**src/core/trc_defs.svh**
```systemverilog
// register offsets, field positions, reset values and counts of the reload/capture timer
`ifndef TRC_DEFS_SVH
`define TRC_DEFS_SVH

`define TRC_ADDR_W 3
`define TRC_DATA_W 8

`define TRC_ADDR_CTRL 3'h0
`define TRC_ADDR_CFG 3'h1
`define TRC_ADDR_COUNT_LOW 3'h2
`define TRC_ADDR_COUNT_HIGH 3'h3
`define TRC_ADDR_RC_LOW 3'h4
`define TRC_ADDR_RC_HIGH 3'h5
`define TRC_ADDR_IE 3'h6

`define TRC_CTRL_OVF 7
`define TRC_CTRL_EXT 6
`define TRC_CTRL_PS_HI 5
`define TRC_CTRL_PS_LO 4
`define TRC_CTRL_MODE_HI 3
`define TRC_CTRL_MODE_LO 2
`define TRC_CTRL_RUN 1
`define TRC_CTRL_EXEN 0
`define TRC_CFG_SEL_HI 1
`define TRC_CFG_SEL_LO 0
`define TRC_IE_BIT 0

`define TRC_RST_BYTE 8'h00
`define TRC_RST_WORD 16'h0000
`define TRC_COUNT_MAX 16'hFFFF
`define TRC_COUNT_ONE 16'h0001

`define TRC_PS_LIMIT_1 8'h00
`define TRC_PS_LIMIT_8 8'h07
`define TRC_PS_LIMIT_64 8'h3F
`define TRC_PS_LIMIT_256 8'hFF
`define TRC_PS_ONE 8'h01

`define TRC_BAUD_LAST 4'hF
`define TRC_BAUD_ONE 4'h1

`endif

```
**src/core/trc_pkg.sv**
```systemverilog
// types of the reload/capture timer
package trc_pkg;
`include "trc_defs.svh"

    typedef enum logic [1:0] {
        trc_mode_reload,
        trc_mode_baud,
        trc_mode_cap_rise,
        trc_mode_cap_fall
    } trc_mode_t;

    typedef enum logic [1:0] {
        trc_src_event_pin,
        trc_src_lfo,
        trc_src_uart_one_rx,
        trc_src_uart_two_rx
    } trc_src_t;

    typedef struct packed {
        logic sync1;
        logic sync2;
        logic prev;
        logic [2:0] armed;
    } trc_sync_state_t;

    typedef struct packed {
        logic [7:0] presc;
        logic [15:0] count;
        logic [15:0] reload;
        logic overflow_flag;
        logic external_event_flag;
        logic run_enable;
        logic external_event_enable;
        trc_mode_t mode_select;
        logic [1:0] prescale_select;
        trc_src_t capture_source_select;
        logic timer_interrupt_enable;
        logic [7:0] write_high_buf;
        logic [7:0] read_low_buf;
        logic [3:0] baud_div;
        logic baud_tick;
        logic irq;
        logic [7:0] rdata;
    } trc_state_t;
endpackage : trc_pkg

```
**src/core/trc_edge_sync.sv**
```systemverilog
// two-stage synchroniser with rising and falling edge detection
`timescale 1ns/100ps
module trc_edge_sync
    import trc_pkg::*;
(
    // clock and reset
    input wire logic clk,
    input wire logic rstn,
    // asynchronous level in
    input wire logic din,
    // edge pulses from the synchronised level
    output logic rise,
    output logic fall
);
    trc_sync_state_t st;
    trc_sync_state_t next_st;

    always_comb begin
        next_st = st;
        next_st.sync1 = din;
        next_st.sync2 = st.sync1;
        next_st.prev = st.sync2;
        next_st.armed = {st.armed[1:0], 1'b1};
    end

    always_ff @(posedge clk or negedge rstn) begin
        if (!rstn) begin
            st <= '0;
        end else begin
            st <= next_st;
        end
    end

    // sync1 is seen only by sync2, edges come from the settled stages
    // edges wait until prev holds a real sample, so a pin idling high fakes no edge after reset
    assign rise = st.armed[2] & st.sync2 & ~st.prev;
    assign fall = st.armed[2] & ~st.sync2 & st.prev;
endmodule : trc_edge_sync

```
**src/core/trc_timer.sv**
```systemverilog
// 16-bit reload/capture timer with prescaler, baud generation and edge events
// Functional notes
// - mode 0, events off: count up, on wrap set overflow flag and reload
// - mode 0, events on: overflow or event pin edge reloads; edge sets event flag
// - interrupt request raised when enabled and either flag is set
// - setting run enable starts counting from the present count, no clear
// - mode 01 is the second UART baud generator, reloads on every overflow
// - in baud mode an overflow raises no interrupt
// - in baud mode an event edge only sets the event flag, no reload
// - baud rate is prescaled clock / 16 / (65536 - reload value)
// - capture modes count freely, overflow sets flag and wraps to zero
// - mode 2: rising edge of selected input captures count, sets event flag
// - mode 3: falling edge of selected input captures count, sets event flag
// - mode codes: 00 reload, 01 baud, 10 rising capture, 11 falling capture
// - prescale codes 00..11 divide by 1, 8, 64, 256
// - capture source: event pin, low-frequency oscillator, UART1 rx, UART2 rx
// - hardware only sets the flags; software writes zero to clear them
`timescale 1ns/100ps
module trc_timer
    import trc_pkg::*;
#(
    parameter int ADDR_W = `TRC_ADDR_W,
    parameter int DATA_W = `TRC_DATA_W
) (
    // clock and reset
    input wire logic clk,
    input wire logic rstn,
    // register port
    input wire logic [ADDR_W-1:0] addr,
    input wire logic [DATA_W-1:0] wdata,
    input wire logic wr,
    input wire logic rd,
    output logic [DATA_W-1:0] rdata,
    // event and capture sources
    input wire logic event_input_pin,
    input wire logic lfo_clock,
    input wire logic uart_one_receive_pin,
    input wire logic uart_two_receive_pin,
    // outputs to the system
    output logic irq,
    output logic uart_two_baud_tick
);
    trc_state_t st;
    trc_state_t next_st;

    logic [3:0] src_rise;
    logic [3:0] src_fall;
    logic [3:0] src_level;

    assign src_level = {uart_two_receive_pin, uart_one_receive_pin, lfo_clock, event_input_pin};

    // every source is synchronised on its own so switching the selector never fakes an edge
    genvar gi;
    generate
        for (gi = 0; gi < 4; gi++) begin : g_src
            trc_edge_sync u_sync (
                .clk(clk),
                .rstn(rstn),
                .din(src_level[gi]),
                .rise(src_rise[gi]),
                .fall(src_fall[gi])
            );
        end
    endgenerate

    logic [7:0] ps_limit;
    logic tick;
    logic wrap;
    logic pin_edge;
    logic sel_rise;
    logic sel_fall;
    logic cap_edge;
    logic ovf_set;
    logic ext_set;
    logic [15:0] count_inc;

    always_comb begin
        case (st.prescale_select)
            2'b00: ps_limit = `TRC_PS_LIMIT_1;
            2'b01: ps_limit = `TRC_PS_LIMIT_8;
            2'b10: ps_limit = `TRC_PS_LIMIT_64;
            default: ps_limit = `TRC_PS_LIMIT_256;
        endcase
    end

    always_comb begin
        sel_rise = src_rise[0];
        sel_fall = src_fall[0];
        case (st.capture_source_select)
            trc_src_event_pin: begin
                sel_rise = src_rise[0];
                sel_fall = src_fall[0];
            end
            trc_src_lfo: begin
                sel_rise = src_rise[1];
                sel_fall = src_fall[1];
            end
            trc_src_uart_one_rx: begin
                sel_rise = src_rise[2];
                sel_fall = src_fall[2];
            end
            default: begin
                sel_rise = src_rise[3];
                sel_fall = src_fall[3];
            end
        endcase
    end

    // prescaled count tick; >= so a smaller ratio picked mid-count cannot strand the divider
    assign tick = st.run_enable && (st.presc >= ps_limit);
    assign wrap = tick && (st.count == `TRC_COUNT_MAX);
    assign count_inc = st.count + `TRC_COUNT_ONE;
    assign pin_edge = src_rise[0] | src_fall[0];
    assign cap_edge = (st.mode_select == trc_mode_cap_rise) ? sel_rise : sel_fall;

    always_comb begin
        next_st = st;
        ovf_set = 1'b0;
        ext_set = 1'b0;
        next_st.rdata = `TRC_RST_BYTE;
        next_st.baud_tick = 1'b0;

        // prescaler
        if (!st.run_enable) begin
            next_st.presc = `TRC_RST_BYTE;
        end else if (tick) begin
            next_st.presc = `TRC_RST_BYTE;
        end else begin
            next_st.presc = st.presc + `TRC_PS_ONE;
        end

        // counting step; the count is never cleared by run enable
        if (tick) begin
            case (st.mode_select)
                trc_mode_reload: begin
                    if (wrap) begin
                        next_st.count = st.reload;
                        ovf_set = 1'b1;
                    end else begin
                        next_st.count = count_inc;
                    end
                end
                trc_mode_baud: begin
                    if (wrap) begin
                        next_st.count = st.reload;
                        // sixteen overflows make one baud period
                        next_st.baud_div = st.baud_div + `TRC_BAUD_ONE;
                        next_st.baud_tick = (st.baud_div == `TRC_BAUD_LAST);
                    end else begin
                        next_st.count = count_inc;
                    end
                end
                default: begin
                    next_st.count = count_inc;
                    ovf_set = wrap;
                end
            endcase
        end

        // software writes; clearing a flag takes a written zero
        if (wr) begin
            if (addr == `TRC_ADDR_CTRL) begin
                next_st.overflow_flag = wdata[`TRC_CTRL_OVF];
                next_st.external_event_flag = wdata[`TRC_CTRL_EXT];
                next_st.prescale_select = wdata[`TRC_CTRL_PS_HI:`TRC_CTRL_PS_LO];
                next_st.mode_select = trc_mode_t'(wdata[`TRC_CTRL_MODE_HI:`TRC_CTRL_MODE_LO]);
                next_st.run_enable = wdata[`TRC_CTRL_RUN];
                next_st.external_event_enable = wdata[`TRC_CTRL_EXEN];
            end else if (addr == `TRC_ADDR_CFG) begin
                next_st.capture_source_select = trc_src_t'(wdata[`TRC_CFG_SEL_HI:`TRC_CFG_SEL_LO]);
            end else if (addr == `TRC_ADDR_COUNT_HIGH) begin
                next_st.write_high_buf = wdata;
            end else if (addr == `TRC_ADDR_COUNT_LOW) begin
                // high byte first, the low write commits the whole word
                next_st.count = {st.write_high_buf, wdata};
            end else if (addr == `TRC_ADDR_RC_HIGH) begin
                next_st.write_high_buf = wdata;
            end else if (addr == `TRC_ADDR_RC_LOW) begin
                next_st.reload = {st.write_high_buf, wdata};
            end else if (addr == `TRC_ADDR_IE) begin
                next_st.timer_interrupt_enable = wdata[`TRC_IE_BIT];
            end
        end

        // edge events act after writes, so hardware wins a same-cycle collision
        if (st.external_event_enable) begin
            case (st.mode_select)
                trc_mode_reload: begin
                    if (pin_edge) begin
                        next_st.count = st.reload;
                        ext_set = 1'b1;
                    end
                end
                trc_mode_baud: begin
                    ext_set = pin_edge;
                end
                default: begin
                    if (cap_edge) begin
                        next_st.reload = st.count;
                        ext_set = 1'b1;
                    end
                end
            endcase
        end

        // a set in the clearing cycle is kept
        if (ovf_set) begin
            next_st.overflow_flag = 1'b1;
        end
        if (ext_set) begin
            next_st.external_event_flag = 1'b1;
        end

        // reads: data stands in the next cycle only
        if (rd) begin
            if (addr == `TRC_ADDR_CTRL) begin
                next_st.rdata = {st.overflow_flag, st.external_event_flag, st.prescale_select,
                                 st.mode_select, st.run_enable, st.external_event_enable};
            end else if (addr == `TRC_ADDR_CFG) begin
                next_st.rdata = {6'h00, st.capture_source_select};
            end else if (addr == `TRC_ADDR_COUNT_HIGH) begin
                // a running count is torn by two byte reads, so the low half is frozen here
                next_st.rdata = st.count[15:8];
                next_st.read_low_buf = st.count[7:0];
            end else if (addr == `TRC_ADDR_COUNT_LOW) begin
                next_st.rdata = st.read_low_buf;
            end else if (addr == `TRC_ADDR_RC_HIGH) begin
                next_st.rdata = st.reload[15:8];
            end else if (addr == `TRC_ADDR_RC_LOW) begin
                next_st.rdata = st.reload[7:0];
            end else if (addr == `TRC_ADDR_IE) begin
                next_st.rdata = {7'h00, st.timer_interrupt_enable};
            end else begin
                next_st.rdata = `TRC_RST_BYTE;
            end
        end

        next_st.irq = next_st.timer_interrupt_enable &&
                      (next_st.overflow_flag || next_st.external_event_flag);
    end

    always_ff @(posedge clk or negedge rstn) begin
        if (!rstn) begin
            st <= '0;
        end else begin
            st <= next_st;
        end
    end

    assign rdata = st.rdata;
    assign irq = st.irq;
    assign uart_two_baud_tick = st.baud_tick;
endmodule : trc_timer

```
**config.mk**
```make
export PLATFORM = sky130hd
export DESIGN_NAME = trc_timer
export DESIGN_NICKNAME = d
export VERILOG_FILES = /design/src/core/trc_pkg.sv /design/src/core/trc_edge_sync.sv /design/src/core/trc_timer.sv
export VERILOG_INCLUDE_DIRS = /design/src /design/src/core
export SDC_FILE = /design/constraint.sdc
export NUM_CORES = 1
export LEC_CHECK = 0
export ABC_AREA = 1
export ABC_CLOCK_PERIOD_IN_PS = 2500
export BUFFER_PORTS_ARGS = -buffer_cell sky130_fd_sc_hd__buf_2
export CORE_MARGIN = 1.5
export CORE_UTILIZATION = 54
export DETAILED_ROUTE_END_ITERATION = 10
export PLACE_DENSITY = 0.72
export RECOVER_POWER = 50
export SLEW_MARGIN = 25
export SYNTH_ARGS = -nofsm -noshare
export SYNTH_HDL_FRONTEND = slang
export SYNTH_SLANG_ARGS = --single-unit
```
**constraint.sdc**
```tcl
create_clock -name clk -period 2.5 [get_ports clk]
set_input_delay 0.25 -clock clk [delete_from_list [all_inputs] [get_ports clk]]
set_output_delay 0.25 -clock clk [all_outputs]
set_load 0.02 [all_outputs]
```
==> run metrics <==
Final period util 0.917; Setup Viol. Count Final 0; leakage 2.88 nW; Final Power 5.02 mW; antenna violations before repair 0; reg2reg end st[12]$_DFFE_PN0P_; gr busiest metal met2; flop-to-flop setup slack 0.21 ns; remaining global-route overflow 0; Setup TNS 0 ns; Distinct cells, synth 37; critical path type reg -> reg; status complete, no violations; RSZ-0062 raised after global routing no; DIE HEIGHT 102 um; CTS max path bufs 2; vias in the first global route 4659; hold crit path type in -> reg; hpwl dp 9930 um; IR drop worst, VDD 0.000404 V; Clock Skew 0.00887 ns; die width 102 um; Max Cap Violations 0; Syn. warnings 0; H-tree levels 3; post-layout min period 2.29 ns; clock slew at reported path FFs 0.10 ns; met3 Resource Use GR 0.0540; DRC errors left 0; Synth top area share 0.454; Starting Density 0.565; Req. time, crit path 2.76 ns; worst rel slew slack 0.106; Max Slew Vio Count 0; Layout Utilization 0.620; hold path start rd; asr flop ratio synth 1.00; Synthesized Nets 725; end of the worst hold path rdata[0]$_DFF_PN0_; post-DR vias/cell 5.60; clk_lat worst skew 0.37 ns; number of detailed-routing iterations run before antenna repair 8; Reg2Reg Depth 11; nets@finish 754; Fillers 905; WHS Path Cells 3; crit path DAT 2.55 ns; first-pass GRT wire length 23100 um; Critical Path Sink Type flip-flop; TritonCTS clock tree done; Peak Freq 0.436 GHz; fraction of layout cells with a size suffix above 1 0.0956; gpl congestion 1.00; met1 GRT Util 0.402; Post-synth EDFFs 0; all-layer global routing usage 0.291; Synth Flop Type dfrtp_1; Mapped Cells 698; crit path launch type flip-flop; largest net degree at the start of global routing 55; DR WL/cell 16.1 um; Post-Syn Area 5290 um2; Antenna Cells 0; leading area contributor after synthesis dfrtp_1; CP Max Fanout 5; reg2reg start st[57]$_DFF_PN0_; Clock Tree Root clkbuf_8; met2 GRT Util 0.451; CTS Buf Count 9; routed vias 4819; sequential area share after synthesis 0.454; Setup WS pre-CTS 0.0947 ns; endpoints failing hold 0; core box area 9370 um2; initial detailed-routing violation count 366; clock sink count 96; Die ar. 10400 um2; Top Ports 29; Mean Syn Cell Area 7.58 um2; pwr dens 864 nW/um2; area delta synth->final 9.88%; Worst-Margin Slew 1.34 ns; #FFs+latches synth 96; Row Count 35; Routed WL 13800 um; top cells by area, synth dfrtp_1, nand2_1, o21ai_0, inv_1, nand3_1; port buffer count 28; post-route ant nets 0; crit path setup slack, layout 0.207 ns
critical path, cell delays in order (launching register included):
cell and delay, ns:
dfrtp_1 0.46, ha_1 0.23, nand2_2 0.10, nor2_4 0.14, nand2_2 0.10, nor2_4 0.14, nand2_2 0.09, nor3_4 0.26
nand3_2 0.19, nor2_1 0.22, nand2_1 0.09, xor2_1 0.15
final cells by class:
type	count	area (um2)	share of cell area
Clock inverter	7	88.8	0.0153
Tap cell	129	161	0.0278
Multi-Input combinational cell	470	2360	0.405
Sequential cell	96	2400	0.413
Timing Repair Buffer	50	305	0.0525
Inverter	100	375	0.0646
Clock buffer	9	124	0.0213
state kept, by name (all words and copies together), names as in the netlist:
register and count:
st 71, uart_two_baud_tick 1, irq 1, g_src.u_sync.st 5, rdata 8, g_src.u_sync.next_st 10
where the power goes:
group	total [mW]	internal [mW]	switching (mW)
Sequential	2.38	1.94	0.437
Combinational	1.56	0.566	0.993
Clock	1.08	0.487	0.596
what timing repair did:
action / 4_1_cts / 5_1_grt
hold buffers: 5 / 0
endpoints found under the hold margin: 56 / 0
resized for setup: 0 / 4
setup buffers: 0 / 1
endpoints found under the setup margin: 0 / 10
cell usage after synthesis (2+ instances only):
| cell | number |
|---|---|
| a21oi_1 | 28 |
| a31oi_1 | 17 |
| buf_2 | 4 |
| buf_4 | 9 |
| clkbuf_1 | 18 |
| dfrtp_1 | 96 |
| ha_1 | 8 |
| inv_1 | 97 |
| inv_2 | 2 |
| nand2_1 | 182 |
| nand2_2 | 4 |
| nand3_1 | 44 |
| nand3b_1 | 3 |
| nand4_1 | 9 |
| nor2_1 | 38 |
| nor2_4 | 4 |
| nor3_1 | 5 |
| o211ai_1 | 2 |
| o21ai_0 | 82 |
| o21ai_1 | 5 |
| o221ai_1 | 6 |
| o22ai_1 | 5 |
| or2_2 | 2 |
| xnor2_1 | 3 |
| xor2_1 | 13 |
how the worst max path moves through the flow:
stage	from	to	slack, ns	cells past startpoint
floorplan	st[34]$_DFFE_PN0P_	st[61]$_DFF_PN0_	0.42	17
global placement	st[33]$_DFFE_PN0P_	uart_two_baud_tick$_DFF_PN0_	0.21	17
detailed placement	st[33]$_DFFE_PN0P_	uart_two_baud_tick$_DFF_PN0_	0.09	17
CTS	st[33]$_DFFE_PN0P_	uart_two_baud_tick$_DFF_PN0_	0.07	17
global route	st[33]$_DFFE_PN0P_	st[12]$_DFFE_PN0P_	0.001	15
finish	st[57]$_DFF_PN0_	st[12]$_DFFE_PN0P_	0.21	11
through the flow:
stage          area [um2]  hold slack (ns)  cells
2_1_floorplan        5290          -0.0456    698
3_3_place_gp         5560            0.333    839
3_5_place_dp         5560            0.335    839
4_1_cts              5820            0.154    860
5_1_grt              5810            0.163    861
6_report             5810            0.160    861
layout by cell type (no fill, tap or decap), types with 2 or more instances in the layout:
cell,synthesis,layout
nand2_2,4,4
nor2_4,4,4
o21ai_0,82,82
o221ai_1,6,6
or2_2,2,2
ha_1,8,8
clkinv_4,0,2
nor2_2,0,2
nand3_1,44,43
o211ai_1,2,2
nor3_1,5,5
nand3b_1,3,3
clkbuf_1,18,11
nand3_2,1,2
inv_2,2,2
inv_8,0,3
xor2_1,13,13
nor2_1,38,36
o22ai_1,5,5
nand2_1,182,182
a31oi_1,17,17
dfrtp_1,96,96
xnor2_1,3,3
clkbuf_2,0,2
a21oi_1,28,28
o21ai_1,5,5
buf_4,9,15
inv_1,97,97
clkbuf_8,0,9
dlygate4sd3_1,0,5
nand4_1,9,9
buf_2,4,16
logic make-up (layout without fill, tap and decap cells):
group                      after synthesis  after routing  share of synthesized area
AOI/OAI and AO/OA                      148            148                      0.152
DFF                                     96             96                      0.454
xor gates and xnor gates                16             16                     0.0265
and+or+nand+nor                        295            295                      0.241
buffers and inverters                  132            166                      0.102
adders and majority gates                8              8                     0.0189
muxes                                    2              2                    0.00402
other                                    1              1                   0.000709
metal layers:
metal	vias up	part of all wire	routed length, um
li1	2308	-	-
met1	2239	0.44	6110
met2	236	0.45	6290
met3	36	0.077	1070
met4	0	0.027	375
met5	-	0	0
(Power assumes the default switching activity.)
